===== src/hw/rcs_pkg.sv =====
/*
 * Shared constants for the reset cause and start-up time-out block:
 * register indices and byte addresses, field positions, reset values,
 * oscillator select codes and time-out counts.
 * Assumes a 50 MHz block clock and a 32-bit AXI4-Lite register bus.
 */
package rcs_pkg;

  // Register indices; byte address is four times the index
  localparam int IDX_STATUS = 'h03;
  localparam int IDX_POWER_CONTROL = 'h8e;
  localparam int IDX_CONFIG = 'h90;
  localparam int IDX_EV_STATUS = 'ha0;
  localparam int IDX_EV_CLEAR = 'ha1;
  localparam int IDX_EV_ENABLE = 'ha2;
  localparam int ADDR_W = 12;
  localparam logic [ADDR_W-1:0] ADDR_STATUS = ADDR_W'(4 * IDX_STATUS);
  localparam logic [ADDR_W-1:0] ADDR_POWER_CONTROL = ADDR_W'(4 * IDX_POWER_CONTROL);
  localparam logic [ADDR_W-1:0] ADDR_CONFIG = ADDR_W'(4 * IDX_CONFIG);
  localparam logic [ADDR_W-1:0] ADDR_EV_STATUS = ADDR_W'(4 * IDX_EV_STATUS);
  localparam logic [ADDR_W-1:0] ADDR_EV_CLEAR = ADDR_W'(4 * IDX_EV_CLEAR);
  localparam logic [ADDR_W-1:0] ADDR_EV_ENABLE = ADDR_W'(4 * IDX_EV_ENABLE);

  // Processor status fields
  localparam int ST_BANK_LSB = 5;
  localparam int ST_TO = 4;
  localparam int ST_PD = 3;
  // Power control fields
  localparam int PC_ULP = 5;
  localparam int PC_SW_BROWNOUT_ENABLE = 4;
  localparam int PC_WUR = 3;
  localparam int PC_POR = 1;
  localparam int PC_BOR = 0;
  // Configuration word fields
  localparam int CF_BOR_MODE_LSB = 8;
  localparam int CF_DATA_PROT = 7;
  localparam int CF_CODE_PROT = 6;
  localparam int CF_EXT_PIN_EN = 5;
  localparam int CF_PWRT_EN_N = 4;
  localparam int CF_WDT_EN = 3;
  localparam int CF_OSC_LSB = 0;

  // Power-on values; unknown bits taken as shown
  localparam logic [7:0] STATUS_POR = 8'h18;
  localparam logic [7:0] POWER_CONTROL_POR = 8'h19;

  // Brown-out mode select
  localparam logic [1:0] BOR_OFF = 2'h0;
  localparam logic [1:0] BOR_SW = 2'h1;
  localparam logic [1:0] BOR_AWAKE = 2'h2;

  // Oscillator select codes of the crystal modes
  localparam logic [2:0] OSC_CRYSTAL_LOW = 3'h0;
  localparam logic [2:0] OSC_CRYSTAL_STD = 3'h1;
  localparam logic [2:0] OSC_CRYSTAL_FAST = 3'h2;

  // Cause event bits
  localparam int EV_POR = 0;
  localparam int EV_BOR = 1;
  localparam int EV_WDT_RST = 2;
  localparam int EV_WDT_WAKE = 3;
  localparam int EV_EXT = 4;
  localparam int EV_EXT_SLEEP = 5;
  localparam int EV_WAKE = 6;
  localparam int EV_STARTED = 7;

  // Time-outs
  localparam int CLK_FREQ_KHZ = 50000;
  localparam int PWRT_TIME_MS = 64;
  localparam int PWRT_CYCLES = PWRT_TIME_MS * CLK_FREQ_KHZ;
  localparam int OST_CYCLES = 1024;
  localparam int CNT_W = 24;

  localparam logic [1:0] RESP_OKAY = 2'h0;
  localparam logic [1:0] RESP_SLVERR = 2'h2;

  typedef enum logic [1:0] {
    RCS_IDLE,
    RCS_HOLD,
    RCS_PWRT,
    RCS_OST
  } rcs_seq_t;

endpackage : rcs_pkg


===== src/hw/rcs_count.sv =====
/*
 * Down counter for one start-up time-out phase.
 * Assumes load_val is at least one; a load restarts the count at once.
 */
`timescale 1ns/1ps
`default_nettype none
module rcs_count #(
  parameter int W = 24
) (
  input wire logic clk,
  input wire logic rst,
  input wire logic load,
  input wire logic [W-1:0] load_val,
  output logic done
);

  typedef struct packed {
    logic [W-1:0] cnt;
    logic busy;
    logic done;
  } rcs_count_state_t;

  rcs_count_state_t q_reg, q_next;

  always_comb begin
    q_next = q_reg;
    q_next.done = 1'b0;
    if (load) begin
      q_next.cnt = load_val;
      q_next.busy = 1'b1;
    end else if (q_reg.busy) begin
      q_next.cnt = q_reg.cnt - W'(1);
      if (q_reg.cnt == W'(1)) begin
        q_next.busy = 1'b0;
        q_next.done = 1'b1;
      end
    end
  end

  always_ff @(posedge clk) begin
    if (rst) begin
      q_reg <= '0;
    end else begin
      q_reg <= q_next;
    end
  end

  assign done = q_reg.done;

endmodule : rcs_count
`default_nettype wire


===== src/hw/rcs_top.sv =====
/*
 * Reset cause recorder and start-up time-out sequencer, with an
 * AXI4-Lite register slave and a cause-event interrupt.
 * Assumes reset requests arrive asynchronously as levels from the
 * reset circuits, and sleep_cmd/clrwdt_cmd are one-cycle pulses from
 * core logic on clk. The configuration word is a static input.
 */
`timescale 1ns/1ps
`default_nettype none
module rcs_top #(
  parameter int PWRT_CYCLES = rcs_pkg::PWRT_CYCLES,
  parameter int OST_CYCLES = rcs_pkg::OST_CYCLES
) (
  input wire logic clk,
  input wire logic rst,
  input wire logic por_req,
  input wire logic bor_req,
  input wire logic wdt_req,
  input wire logic ext_reset_pin_req,
  input wire logic wake_reset_req,
  input wire logic sleep_cmd,
  input wire logic clrwdt_cmd,
  input wire logic [9:0] device_configuration_word,
  output logic core_reset_hold,
  output logic irq,
  input wire logic [11:0] s_axi_awaddr,
  input wire logic s_axi_awvalid,
  output logic s_axi_awready,
  input wire logic [31:0] s_axi_wdata,
  input wire logic [3:0] s_axi_wstrb,
  input wire logic s_axi_wvalid,
  output logic s_axi_wready,
  output logic [1:0] s_axi_bresp,
  output logic s_axi_bvalid,
  input wire logic s_axi_bready,
  input wire logic [11:0] s_axi_araddr,
  input wire logic s_axi_arvalid,
  output logic s_axi_arready,
  output logic [31:0] s_axi_rdata,
  output logic [1:0] s_axi_rresp,
  output logic s_axi_rvalid,
  input wire logic s_axi_rready
);

  // Request order: power-on, brown-out, watchdog, pin, wake
  localparam int NREQ = 5;
  localparam int RQ_POR = 0;
  localparam int RQ_BOR = 1;
  localparam int RQ_WDT = 2;
  localparam int RQ_EXT = 3;
  localparam int RQ_WAKE = 4;

  typedef struct packed {
    logic [NREQ-1:0] sync1;
    logic [NREQ-1:0] sync2;
    logic [NREQ-1:0] prev;
    rcs_pkg::rcs_seq_t seq;
    logic seq_powerup;
    logic seq_wake;
    logic asleep;
    logic [7:0] processor_status;
    logic [7:0] power_control;
    logic [7:0] ev_status;
    logic [7:0] ev_enable;
    logic aw_have;
    logic [11:0] aw_addr;
    logic w_have;
    logic [7:0] w_data;
    logic w_lane0;
    logic bvalid;
    logic [1:0] bresp;
    logic rvalid;
    logic [31:0] rdata;
    logic [1:0] rresp;
  } rcs_top_state_t;

  rcs_top_state_t q_reg, q_next;
  logic cnt_load;
  logic [rcs_pkg::CNT_W-1:0] cnt_val;
  logic cnt_done;

  rcs_count #(
    .W(rcs_pkg::CNT_W)
  ) u_count (
    .clk(clk),
    .rst(rst),
    .load(cnt_load),
    .load_val(cnt_val),
    .done(cnt_done)
  );

  logic [1:0] bor_mode;
  logic crystal;
  logic pwrt_en;
  logic bor_enabled;
  logic [NREQ-1:0] req_live;
  logic [NREQ-1:0] req_edge;
  logic [7:0] ev_set;
  logic wr_go;
  logic [31:0] rd_word;
  logic rd_ok;

  always_comb begin
    bor_mode = device_configuration_word[rcs_pkg::CF_BOR_MODE_LSB +: 2];
    crystal = (device_configuration_word[rcs_pkg::CF_OSC_LSB +: 3] == rcs_pkg::OSC_CRYSTAL_LOW)
      || (device_configuration_word[rcs_pkg::CF_OSC_LSB +: 3] == rcs_pkg::OSC_CRYSTAL_STD)
      || (device_configuration_word[rcs_pkg::CF_OSC_LSB +: 3] == rcs_pkg::OSC_CRYSTAL_FAST);
    pwrt_en = !device_configuration_word[rcs_pkg::CF_PWRT_EN_N];
    // Detection off in mode 00, so brown-out requests are ignored there
    if (bor_mode == rcs_pkg::BOR_OFF) begin
      bor_enabled = 1'b0;
    end else if (bor_mode == rcs_pkg::BOR_SW) begin
      bor_enabled = q_reg.power_control[rcs_pkg::PC_SW_BROWNOUT_ENABLE];
    end else if (bor_mode == rcs_pkg::BOR_AWAKE) begin
      bor_enabled = !q_reg.asleep;
    end else begin
      bor_enabled = 1'b1;
    end
    req_live = q_reg.sync2;
    req_live[RQ_BOR] = q_reg.sync2[RQ_BOR] && bor_enabled;
    req_live[RQ_EXT] = q_reg.sync2[RQ_EXT]
      && device_configuration_word[rcs_pkg::CF_EXT_PIN_EN];
    req_edge = req_live & ~q_reg.prev;
  end

  always_comb begin
    rd_ok = 1'b1;
    rd_word = '0;
    if (s_axi_araddr == rcs_pkg::ADDR_STATUS) begin
      rd_word = {24'h000000, q_reg.processor_status};
    end else if (s_axi_araddr == rcs_pkg::ADDR_POWER_CONTROL) begin
      rd_word = {24'h000000, q_reg.power_control};
    end else if (s_axi_araddr == rcs_pkg::ADDR_CONFIG) begin
      rd_word = {22'h0, device_configuration_word};
    end else if (s_axi_araddr == rcs_pkg::ADDR_EV_STATUS) begin
      rd_word = {24'h000000, q_reg.ev_status};
    end else if (s_axi_araddr == rcs_pkg::ADDR_EV_ENABLE) begin
      rd_word = {24'h000000, q_reg.ev_enable};
    end else if (s_axi_araddr == rcs_pkg::ADDR_EV_CLEAR) begin
      rd_word = '0;
    end else begin
      rd_ok = 1'b0;
    end
  end

  always_comb begin
    q_next = q_reg;
    q_next.sync1 = {wake_reset_req, ext_reset_pin_req, wdt_req, bor_req, por_req};
    q_next.sync2 = q_reg.sync1;
    q_next.prev = req_live;
    ev_set = '0;
    cnt_load = 1'b0;
    cnt_val = '0;
    wr_go = q_reg.aw_have && q_reg.w_have;

    // Bus write; hardware events below override in the same cycle
    if (s_axi_awvalid && s_axi_awready) begin
      q_next.aw_have = 1'b1;
      q_next.aw_addr = s_axi_awaddr;
    end
    if (s_axi_wvalid && s_axi_wready) begin
      q_next.w_have = 1'b1;
      q_next.w_data = s_axi_wdata[7:0];
      q_next.w_lane0 = s_axi_wstrb[0];
    end
    if (s_axi_bvalid && s_axi_bready) begin
      q_next.bvalid = 1'b0;
    end
    if (wr_go) begin
      q_next.aw_have = 1'b0;
      q_next.w_have = 1'b0;
      q_next.bvalid = 1'b1;
      q_next.bresp = rcs_pkg::RESP_OKAY;
      if (q_reg.aw_addr == rcs_pkg::ADDR_STATUS) begin
        // Timeout and power-down flags are not software writable
        if (q_reg.w_lane0) begin
          q_next.processor_status[7:5] = q_reg.w_data[7:5];
          q_next.processor_status[2:0] = q_reg.w_data[2:0];
        end
      end else if (q_reg.aw_addr == rcs_pkg::ADDR_POWER_CONTROL) begin
        if (q_reg.w_lane0) begin
          q_next.power_control = q_reg.w_data & 8'h3b;
        end
      end else if (q_reg.aw_addr == rcs_pkg::ADDR_EV_CLEAR) begin
        if (q_reg.w_lane0) begin
          q_next.ev_status = q_reg.ev_status & ~q_reg.w_data;
        end
      end else if (q_reg.aw_addr == rcs_pkg::ADDR_EV_ENABLE) begin
        if (q_reg.w_lane0) begin
          q_next.ev_enable = q_reg.w_data;
        end
      end else if (q_reg.aw_addr == rcs_pkg::ADDR_STATUS || q_reg.aw_addr == rcs_pkg::ADDR_CONFIG
          || q_reg.aw_addr == rcs_pkg::ADDR_EV_STATUS) begin
        q_next.bresp = rcs_pkg::RESP_OKAY;
      end else begin
        q_next.bresp = rcs_pkg::RESP_SLVERR;
      end
    end

    // Bus read
    if (s_axi_rvalid && s_axi_rready) begin
      q_next.rvalid = 1'b0;
    end
    if (s_axi_arvalid && s_axi_arready) begin
      q_next.rvalid = 1'b1;
      q_next.rdata = rd_word;
      q_next.rresp = rd_ok ? rcs_pkg::RESP_OKAY : rcs_pkg::RESP_SLVERR;
    end

    // Core instructions that touch the flags
    if (sleep_cmd) begin
      q_next.asleep = 1'b1;
      q_next.processor_status[rcs_pkg::ST_TO] = 1'b1;
      q_next.processor_status[rcs_pkg::ST_PD] = 1'b0;
    end else if (clrwdt_cmd) begin
      q_next.processor_status[rcs_pkg::ST_TO] = 1'b1;
      q_next.processor_status[rcs_pkg::ST_PD] = 1'b1;
    end

    // Cause flags load on the request edge, long before release
    if (req_edge[RQ_POR]) begin
      q_next.processor_status = rcs_pkg::STATUS_POR;
      q_next.power_control[rcs_pkg::PC_ULP] = 1'b0;
      q_next.power_control[rcs_pkg::PC_SW_BROWNOUT_ENABLE] = 1'b1;
      q_next.power_control[rcs_pkg::PC_WUR] = 1'b1;
      q_next.power_control[rcs_pkg::PC_POR] = 1'b0;
      ev_set[rcs_pkg::EV_POR] = 1'b1;
    end else if (req_edge[RQ_BOR]) begin
      q_next.processor_status[7:5] = 3'h0;
      q_next.processor_status[rcs_pkg::ST_TO] = 1'b1;
      q_next.processor_status[rcs_pkg::ST_PD] = 1'b1;
      q_next.power_control[rcs_pkg::PC_ULP] = 1'b0;
      q_next.power_control[rcs_pkg::PC_BOR] = 1'b0;
      ev_set[rcs_pkg::EV_BOR] = 1'b1;
    end else if (req_edge[RQ_WAKE]) begin
      q_next.processor_status[7:5] = 3'h0;
      q_next.processor_status[rcs_pkg::ST_TO] = 1'b1;
      q_next.processor_status[rcs_pkg::ST_PD] = 1'b0;
      q_next.power_control[rcs_pkg::PC_ULP] = 1'b0;
      q_next.power_control[rcs_pkg::PC_WUR] = 1'b0;
      ev_set[rcs_pkg::EV_WAKE] = 1'b1;
    end else if (req_edge[RQ_EXT]) begin
      q_next.processor_status[7:5] = 3'h0;
      q_next.power_control[rcs_pkg::PC_ULP] = 1'b0;
      if (q_reg.asleep) begin
        q_next.processor_status[rcs_pkg::ST_TO] = 1'b1;
        q_next.processor_status[rcs_pkg::ST_PD] = 1'b0;
        ev_set[rcs_pkg::EV_EXT_SLEEP] = 1'b1;
      end else begin
        ev_set[rcs_pkg::EV_EXT] = 1'b1;
      end
    end else if (req_edge[RQ_WDT]) begin
      q_next.processor_status[rcs_pkg::ST_TO] = 1'b0;
      if (q_reg.asleep) begin
        // A wake resumes execution: bank bits and power control kept
        q_next.processor_status[rcs_pkg::ST_PD] = 1'b0;
        ev_set[rcs_pkg::EV_WDT_WAKE] = 1'b1;
      end else begin
        q_next.processor_status[7:5] = 3'h0;
        q_next.power_control[rcs_pkg::PC_ULP] = 1'b0;
        ev_set[rcs_pkg::EV_WDT_RST] = 1'b1;
      end
    end

    // Start-up sequence
    if (|req_live) begin
      // A request during the delay re-initialises it
      q_next.seq = rcs_pkg::RCS_HOLD;
      if (|req_edge) begin
        q_next.asleep = 1'b0;
        q_next.seq_powerup = (req_edge[RQ_POR] || req_edge[RQ_BOR])
          || (q_reg.seq == rcs_pkg::RCS_HOLD && q_reg.seq_powerup);
        q_next.seq_wake = req_edge[RQ_WAKE] || (req_edge[RQ_WDT] && q_reg.asleep)
          || (req_edge[RQ_EXT] && q_reg.asleep);
      end
    end else begin
      case (q_reg.seq)
        rcs_pkg::RCS_HOLD: begin
          if (q_reg.seq_powerup && pwrt_en) begin
            q_next.seq = rcs_pkg::RCS_PWRT;
            cnt_load = 1'b1;
            cnt_val = rcs_pkg::CNT_W'(PWRT_CYCLES);
          end else if (crystal && (q_reg.seq_powerup || q_reg.seq_wake)) begin
            q_next.seq = rcs_pkg::RCS_OST;
            cnt_load = 1'b1;
            cnt_val = rcs_pkg::CNT_W'(OST_CYCLES);
          end else begin
            q_next.seq = rcs_pkg::RCS_IDLE;
            ev_set[rcs_pkg::EV_STARTED] = 1'b1;
          end
        end
        rcs_pkg::RCS_PWRT: begin
          if (cnt_done) begin
            if (crystal) begin
              q_next.seq = rcs_pkg::RCS_OST;
              cnt_load = 1'b1;
              cnt_val = rcs_pkg::CNT_W'(OST_CYCLES);
            end else begin
              q_next.seq = rcs_pkg::RCS_IDLE;
              ev_set[rcs_pkg::EV_STARTED] = 1'b1;
            end
          end
        end
        rcs_pkg::RCS_OST: begin
          if (cnt_done) begin
            q_next.seq = rcs_pkg::RCS_IDLE;
            ev_set[rcs_pkg::EV_STARTED] = 1'b1;
          end
        end
        default: begin
          q_next.seq = rcs_pkg::RCS_IDLE;
        end
      endcase
    end

    // Set wins over a clear in the same cycle
    q_next.ev_status = q_next.ev_status | ev_set;
  end

  always_ff @(posedge clk) begin
    if (rst) begin
      q_reg <= '0;
      q_reg.seq <= rcs_pkg::RCS_HOLD;
      q_reg.seq_powerup <= 1'b1;
      q_reg.processor_status <= rcs_pkg::STATUS_POR;
      q_reg.power_control <= rcs_pkg::POWER_CONTROL_POR;
    end else begin
      q_reg <= q_next;
    end
  end

  assign core_reset_hold = (q_reg.seq != rcs_pkg::RCS_IDLE);
  assign irq = |(q_reg.ev_status & q_reg.ev_enable);
  assign s_axi_awready = !q_reg.aw_have && !q_reg.bvalid;
  assign s_axi_wready = !q_reg.w_have && !q_reg.bvalid;
  assign s_axi_bvalid = q_reg.bvalid;
  assign s_axi_bresp = q_reg.bresp;
  assign s_axi_arready = !q_reg.rvalid;
  assign s_axi_rvalid = q_reg.rvalid;
  assign s_axi_rdata = q_reg.rdata;
  assign s_axi_rresp = q_reg.rresp;

endmodule : rcs_top
`default_nettype wire


===== config.mk =====
export PLATFORM = sky130hd
export DESIGN_NAME = rcs_top
export DESIGN_NICKNAME = d
export VERILOG_FILES = /design/src/hw/rcs_pkg.sv /design/src/hw/rcs_count.sv /design/src/hw/rcs_top.sv
export SDC_FILE = /design/constraint.sdc
export NUM_CORES = 1
export LEC_CHECK = 0
export ABC_AREA = 1
export BUFFER_PORTS_ARGS = -buffer_cell sky130_fd_sc_hd__buf_2
export CAP_MARGIN = 15
export CORE_MARGIN = 1.5
export CORE_UTILIZATION = 55
export DETAILED_ROUTE_END_ITERATION = 16
export PLACE_DENSITY = 0.84
export SLEW_MARGIN = 30
export SYNTH_ARGS = -nofsm -noshare
export SYNTH_HDL_FRONTEND = slang
export SYNTH_SLANG_ARGS = --single-unit

===== constraint.sdc =====
create_clock -name clk -period 1.82 [get_ports clk]
set_input_delay 0.455 -clock clk [delete_from_list [all_inputs] [get_ports clk]]
set_output_delay 0.455 -clock clk [all_outputs]
set_load 0.01 [all_outputs]

==> results of run 1 <==
==> cells in the final DEF, fill, tap and decap left out, drive strengths merged, types with 2 or more instances in the layout <==
| cell | n |
|---|---|
| nor2 | 178 |
| nand2 | 158 |
| dfxtp | 112 |
| inv | 105 |
| buf | 101 |
| nand3 | 65 |
| o21ai | 62 |
| a21oi | 45 |
| conb | 24 |
| nand4 | 13 |
| xor2 | 10 |
| nor3 | 10 |
| clkbuf | 9 |
| ha | 7 |
| or2 | 5 |
| xnor2 | 4 |
| nand3b | 2 |
| o211ai | 2 |
| o41ai | 2 |
| nor4 | 2 |
| a221oi | 2 |
==> logic make-up after synthesis <==
kind of cell / after synthesis / share of synthesized area
other: 1 / 0.0006527
buffers and inverters: 155 / 0.1291
adder cells (fa/ha/maj): 7 / 0.01524
AO/OA/AOI/OAI: 118 / 0.1089
XOR/XNOR: 14 / 0.02134
AND/OR/NAND/NOR: 436 / 0.3345
flip-flops: 112 / 0.3902
==> power by group through the flow <==
stage,clock network [mW],logic (mW),registers (mW)
detailed placement,0,1.65,2.90
global placement,0,1.62,2.90
global route,1.68,1.94,2.89
CTS,1.59,1.67,2.85
floorplan,0,1.31,2.84
finish,1.57,1.69,2.86
==> metal layers <==
metal,vias to the layer above,part of all wire,global-route usage
met2,215,0.43,0.3730
met4,0,0.019,0.07730
met5,-,0,0
li1,2782,-,-
met1,2441,0.48,0.3517
met3,22,0.072,0.03556
==> what timing repair did <==
| action | in CTS | in global routing |
|---|---|---|
| setup buffers | 2 | 0 |
| pin swaps | 0 | 1 |
| setup endpoints to repair | 1 | 3 |
| resized for setup | 3 | 4 |
==> layout make-up <==
class | count | area, sq um
clock inverter | 7 | 83.83
clock buffer | 9 | 123.9
timing repair buffer | 101 | 608.1
tap | 136 | 170.2
sequential | 112 | 2248
inverter | 101 | 379.1
multi-input combinational | 599 | 2856
fill | 954 | 3761
==> cells in the mapped netlist (all sizes together) <==
master / count
nand4: 13
ha: 7
a22o: 1
o21a: 1
or2: 5
conb: 1
nand3b: 2
xnor2: 4
buf: 43
o211a: 1
o22ai: 1
and3: 1
and2b: 1
nor3: 10
nand3: 65
nand2: 158
a221oi: 2
o41ai: 2
a211oi: 1
nor2: 178
a21oi: 45
xor2: 10
nand2b: 1
o211ai: 2
dfxtp: 112
o21ai: 62
nor4: 2
clkbuf: 11
inv: 101
==> path summary, 6_finish.rpt <==
path	slack, ns	startpoint	endpoint	cells after the start
max	0.0004	q_reg[70]	irq	4
min	0.27	bor_req	q_next[104]	3
max reg2reg	0.21	q_reg[96]	u_count.q_reg[14]	10
min reg2reg	0.41	q_next[104]	q_reg[104]	2
==> critical path: cells and delay by family, from the launching register on <==
family / cells / cell delay, ns
buffers and inverters: 1 / 0.15
AND/OR/NAND/NOR: 1 / 0.10
AO/OA/AOI/OAI: 2 / 0.39
flip-flops: 1 / 0.34
==> results.yml, run 1 <==
placement:
  place_area_sq_mm: 0.006232
  dp.cells: 1047
  place_congestion: 0.8954
  port_buffers: 75
  dp_hpwl_um: 9671
  place_ws_ns: 0.06261
clocking:
  max-clock-path-buffers: 2
  cts.sinks: 112
  cts-root-buf: "clkbuf_8"
  insertion_delay_ns: 0.38
  clkSlewWorstSetupHoldPaths_ns: 0.10
  cts_made_buffers: 9
  ctsHoldBuffers: 0
  cts_tree: "done"
  htreeDepth: 3
route:
  drc: 0
  drtPass1Iterations: 6
  wl_per_cell_um: 12.20
  ant_nets: 0
  via_per_inst: 5.127
  dr.first_iter.drc_count: 435
  finalWirelength_um: 12990
  vias: 5460
sta:
  period_share: 0.9998
  rsz0062_at_grt: "yes"
  maxClockFrequency_mhz: 549.6
  setup_ws_ns: 0.0003507
  min_period_ns: 1.820
  setup_tns_ns: 0
  hold_viol: 0
  finalSetupViolCount: 0
  hold-worst-slack_ns: 0.2727
  finClkSkew_ns: 0.01400
  maxSlewViolCount: 0
logic_synthesis:
  ys_types: 44
  syn_avg_cell_area_sq_um: 6.816
  netlist_top_cells_area: "dfxtp_1, nor2_1, nand2_1"
  seq_area_frac_synth: 0.3902
  ys_ff_latch: 112
  synth_top_area_cell: "dfxtp_1"
  yosysTopAreaCellShare: 0.3902
  ys_warn_count: 0
  synthCells: 843
  syn_area_sq_mm: 0.005746
outcome:
  outcome: "finished clean"
power_and_ir_drop:
  leakage_nw: 3.235
  switching_share: 0.3548
  vdd_drop_max_v: 0.0004477
  power_density_mw_per_mm2: 945.2
  switching_power_mw: 2.170
  power_mw: 6.116
  power_frac_seq: 0.467
  power_frac_comb: 0.276
  pwr-share-clk: 0.257
  p_int_mw: 3.946
worst_setup_path:
  worstPathCellList: "a22o_1 > a221oi_2 > nand2_1 > buf_2"
  crit_path_end_kind: "output port"
  crit_path_max_fanout: 2
  cp_data_arrival_time_ns: 1.36
  required_ns: 1.36
  worstSetupPathType: "reg -> out"
  critPathSlowestCell: "dfxtp_2"
  start_kind: "flop"
  critPathMaxStageDelay_ns: 0.34
cells_and_area:
  drive_gt1_frac: 0.1712
  syn_to_final_growth_pct: 12.61
  instances_no_fill: 1065
  fin_area_sq_mm: 0.006470
  fin_util: 0.6324
  fin_nets: 1015
  num_antenna_cells: 0
  largest_register_ffs: 64
floorplanning:
  ioPinCount: 127
  die_h_um: 105.2
  initial_core_util: 0.5616
  die_area_sq_mm: 0.01107
  die_w_um: 105.2
  rows: 37
  fp.coreArea_sq_mm: 0.01023
grt:
  grt_usage: 0.2432
  antenna_found_initial: 0
  grt_pass1_wl_um: 21740
  grt-ovfl-total: 0
  grt_max_degree: 38
  grt_pass1_vias: 4696
flow_run:
  drv_cap: 0
worst_hold_path:
  hp-class: "in -> reg"
(Power assumes the default switching activity.)
==> run 2: changes to the inputs <==
--- a/config.mk
+++ b/config.mk
@@ -11,4 +11,5 @@
 export CORE_MARGIN = 1.5
 export CORE_UTILIZATION = 55
+export CTS_BUF_LIST = sky130_fd_sc_hd__clkbuf_8
 export DETAILED_ROUTE_END_ITERATION = 16
 export PLACE_DENSITY = 0.84
==> constraint.sdc (replaced) <==
create_clock -name clk -period 1.82 [get_ports clk]
set_input_delay 0.455 -clock clk [delete_from_list [all_inputs] [get_ports clk]]
set_output_delay 0.455 -clock clk [all_outputs]
set_load 0.05 [all_outputs]
==> run 2 against run 1 <==
Compared with the run above: the run now ends with negative setup slack left; cell count decreased by 0.28%; die area is the same; combinational power up 10%; count of clock-buffer cells in the layout rose by 1; critical endpoint unchanged; largest power group unchanged.
==> results.yml, run 2 (synthesis gave the netlist of run 1 again) <==
outcome:
  outcome: "finished, violations left"
  failed_checks: "negative setup slack"
cells_and_area:
  syn_to_final_growth_pct: 12.15
  largest_register_ffs: 64
  fin_nets: 1012
  final_cell_mix: "nor2_1, nand2_1, dfxtp_1, inv_1, buf_2"
  final_common_cell: "nor2_1"
  fin_area_sq_mm: 0.006444
  fin_util: 0.6298
  drive_gt1_frac: 0.1717
  num_antenna_cells: 0
  instances_no_fill: 1062
worst_setup_path:
  cp_data_arrival_time_ns: 1.42
  critPathSlowestCell: "dfxtp_2"
  start_kind: "flop"
  critPathMaxStageDelay_ns: 0.35
  reg2regPathDepth: 10
  worstSetupPathType: "reg -> out"
  crit_start: "q_reg[62]"
  reg2reg_to: "u_count.q_reg[17]"
  crit-reg2reg-launch: "q_next[102]"
  crit_path_max_fanout: 3
  worstPathCellList: "a22o_1 > a221oi_2 > nand2_1 > buf_6"
  crit_path_end_kind: "output port"
  crit_end: "irq"
  required_ns: 1.36
  rrSetupSlack_ns: 0.19
floorplanning:
  fp.coreArea_sq_mm: 0.01023
  die_w_um: 105.2
  die_area_sq_mm: 0.01107
  die_h_um: 105.2
  rows: 37
  ioPinCount: 127
  initial_core_util: 0.5616
clocking:
  insertion_delay_ns: 0.38
  htreeDepth: 3
  cts_tree: "done"
  max-clock-path-buffers: 2
  ctsHoldBuffers: 0
  cts.sinks: 112
  cts_made_buffers: 9
  clkSlewWorstSetupHoldPaths_ns: 0.11
  cts-root-buf: "clkbuf_8"
placement:
  place_ws_ns: 0.03954
  dp_hpwl_um: 9882
  dp.cells: 1045
  place_area_sq_mm: 0.006227
  port_buffers: 75
  place_congestion: 0.8892
flow_run:
  drv_cap: 0
sta:
  period_share: 1.030
  min_period_ns: 1.875
  rsz0062_at_grt: "yes"
  maxClockFrequency_mhz: 533.4
  finClkSkew_ns: 0.01476
  setup_ws_ns: -0.05473
  hold_viol: 0
  maxSlewViolCount: 0
  hold-worst-slack_ns: 0.2725
  setup_tns_ns: -0.05473
  finalSetupViolCount: 1
route:
  dr.first_iter.drc_count: 384
  ant_nets: 0
  vias: 5289
  drc: 0
  drtPass1Iterations: 5
  via_per_inst: 4.980
  finalWirelength_um: 12810
  wl_per_cell_um: 12.06
grt:
  grt_pass1_wl_um: 21310
  grt_max_degree: 41
  grt-ovfl-total: 0
  grt_usage: 0.2396
  antenna_found_initial: 0
  grt_pass1_vias: 4755
power_and_ir_drop:
  power_density_mw_per_mm2: 947.0
  power_mw: 6.102
  vdd_drop_max_v: 0.0005065
  leakage_nw: 3.220
worst_hold_path:
  hp-class: "in -> reg"
[run 2: layout make-up]
class	count	area, sq um
clock buffers	10	137.6
inverters	101	382.9
repair buffers	98	594.3
fillers	952	3787
flip-flops and latches	112	2248
clock inverters	6	42.54
well taps	136	170.2
multi-input cells	599	2868
[run 2: how the worst min path moves through the flow]
stage / cells after the start / endpoint / start / slack, ns
4_1_cts: 3 / q_next[105] / wdt_req / 0.26
2_1_floorplan: 2 / q_next[100] / q_next[105] / 0.39
3_5_place_dp: 2 / q_next[100] / q_next[105] / 0.39
5_1_grt: 3 / q_next[103] / por_req / 0.28
3_3_place_gp: 2 / q_reg[106] / q_next[106] / 0.39
6_report: 3 / q_next[105] / wdt_req / 0.27
[run 2: repair_timing]
| action | CTS | global route |
|---|---|---|
| setup buffers | 1 | 0 |
| pin swaps | 0 | 1 |
| endpoints found under the setup margin | 2 | 3 |
| resized for setup | 7 | 4 |
[run 2: worst max-delay path: cells and delay by family (launching register included)]
family                 cells  cell delay, ns
buffers and inverters      1            0.17
AOI/OAI and AO/OA          2            0.41
DFF                        1            0.35
and+or+nand+nor            1            0.11
[run 2: power by group]
part | switching, mW | internal, mW
clock | 0.845 | 0.544
combinational | 1.24 | 0.624
sequential | 0.194 | 2.66
[run 2: routing by layer]
metal | up-vias | GRT usage | part of all wire
met5 | - | 0 | 0
met4 | 0 | 0.09589 | 0.017
met3 | 21 | 0.04117 | 0.058
met2 | 164 | 0.3833 | 0.45
met1 | 2334 | 0.3210 | 0.47
li1 | 2770 | - | -
==> run 3: changes to the inputs <==
- CTS_CLUSTER_DIAMETER: default -> 30
- GPL_TIMING_DRIVEN: default -> 0
==> run 3 against run 2 <==
Compared with the run above: largest power group unchanged; the run still ends with negative setup slack left; largest cell class unchanged; highest routed layer unchanged; global-route usage is 0.68 points higher; worst hold slack better by 0.0093 ns; worst setup slack better by 0.017 ns; critical endpoint unchanged.
==> results.yml, run 3 (synthesis gave the netlist of run 1 again) <==
worst_setup_path:
  critPathSlowestCell: "dfxtp_2"
  worstSetupPathType: "reg -> out"
  crit_buf_inv: 1
  cp_data_arrival_time_ns: 1.40
  start_kind: "flop"
  path_depth: 4
  required_ns: 1.36
  critPathTopFamily: "compound AO/OA/AOI/OAI gates"
  crit_path_max_fanout: 2
  critPathMaxStageDelay_ns: 0.35
  reg2regPathDepth: 10
  worstPathCellList: "a22o_1 > a221oi_2 > nand2_1 > buf_6"
  crit_path_end_kind: "output port"
grt:
  antenna_found_initial: 0
  grt-ovfl-total: 0
  grt_pass1_vias: 4808
  grt_pass1_wl_um: 22040
  grt_max_degree: 21
  grt_usage: 0.2464
cells_and_area:
  nFillCells: 951
  fin_nets: 1048
  drive_gt1_frac: 0.1933
  syn_to_final_growth_pct: 15.98
  final_cell_mix: "nor2_1, nand2_1, dfxtp_1, inv_1, buf_2"
  final_common_cell: "nor2_1"
  num_antenna_cells: 0
  largest_register_ffs: 64
clocking:
  clkSlewWorstSetupHoldPaths_ns: 0.10
  ctsHoldBuffers: 0
  cts-root-buf: "clkbuf_8"
  htreeDepth: 3
  cts.sinks: 112
  cts_made_buffers: 9
  insertion_delay_ns: 0.38
  cts_tree: "done"
  max-clock-path-buffers: 2
sta:
  period_share: 1.021
  finalSetupViolCount: 1
  maxSlewViolCount: 0
  hold_viol: 0
  rsz0062_at_grt: "yes"
  worst_pin_slew_ns: 0.6046
  min_period_ns: 1.858
  setup_ws_ns: -0.03761
  finClkSkew_ns: 0.01598
  maxSlewHeadroom: 0.5969
  maxClockFrequency_mhz: 538.3
outcome:
  failed_checks: "negative setup slack"
  outcome: "finished, violations left"
floorplanning:
  initial_core_util: 0.5616
  fp.coreArea_sq_mm: 0.01023
  die_h_um: 105.2
  rows: 37
  ioPinCount: 127
  die_w_um: 105.2
  die_area_sq_mm: 0.01107
route:
  finalWirelength_um: 13460
  drtPass1Iterations: 6
  vias: 5532
  dr.first_iter.drc_count: 414
  via_per_inst: 5.038
  drc: 0
  ant_nets: 0
  wl_per_cell_um: 12.26
power_and_ir_drop:
  power_density_mw_per_mm2: 962.8
  leakage_nw: 3.365
  vdd_drop_max_v: 0.0004673
  power_mw: 6.416
worst_hold_path:
  whs_path_depth: 3
  hp-class: "in -> reg"
placement:
  dp_hpwl_um: 10250
  place_congestion: 0.8876
  port_buffers: 75
  place_ws_ns: -0.05929
flow_run:
  drv_cap: 0
## run 3: cell count changes in the layout (fill, tap and decap cells not counted), moves of 2 or more
cell,delta
clkbuf_1,+11
buf_2,+2
buf_4,+23
buf_12,-3
buf_6,+2
inv_8,+2
## run 3: repair_timing
item	in CTS	in global routing
resized for setup	6	7
setup endpoints to repair	2	8
buffers inserted	1	4
pin swaps	1	2
## run 3: path summary, 6_finish.rpt
path | start | slack, ns | to
worst max-delay path | q_reg[70] | -0.04 | irq
worst min-delay path | wdt_req | 0.28 | q_next[105]
worst max register to register | u_count.q_reg[3] | 0.10 | u_count.q_reg[24]
worst min register to register | q_next[107] | 0.41 | q_next[102]
## run 3: routing by layer
metal,part of all wire,global-route usage,up-vias
met1,0.48,0.3491,2442
met5,0,0,-
met3,0.070,0.04180,23
met2,0.43,0.3852,214
li1,-,-,2853
met4,0.020,0.07045,0
## run 3: report_power, final
part,leakage [nW],switching [mW],total (mW),internal [mW]
logic,2.34,1.31,1.99,0.683
registers,0.919,0.187,2.84,2.66
clock network,0.105,0.909,1.58,0.672
## run 3: area by class of cell
| class | instances | area (sq um) | share of cell area |
|---|---|---|---|
| plain buffers | 54 | 362.8 | 0.05445 |
| clock buffers | 9 | 123.9 | 0.01859 |
| clock inverters | 7 | 86.33 | 0.01296 |
| repair buffers | 80 | 421.7 | 0.06327 |
| inverters | 101 | 382.9 | 0.05745 |
| flip-flops and latches | 112 | 2250 | 0.3376 |
| well taps | 136 | 170.2 | 0.02554 |
| multi-input cells | 599 | 2867 | 0.4302 |
## run 3: per-stage QoR
stage / util / std cells / cell area (sq um) / setup TNS, ns / hold WS [ns]
2_1_floorplan: - / 866 / 5842 / -0.03256 / 0.3883
3_3_place_gp: 0.6243 / 1077 / 6387 / -0.1957 / 0.3915
3_5_place_dp: 0.6243 / 1077 / 6387 / -0.4669 / 0.3953
4_1_cts: 0.6473 / 1094 / 6623 / -0.05287 / 0.2754
5_1_grt: 0.6513 / 1098 / 6664 / -0.1147 / 0.2882
6_report: 0.6513 / 1098 / 6664 / -0.03761 / 0.2817
## run 3: worst min-delay path, cell delays in order
cell and delay [ns]:
buf_2 0.09, inv_1 0.04, nor2_1 0.03
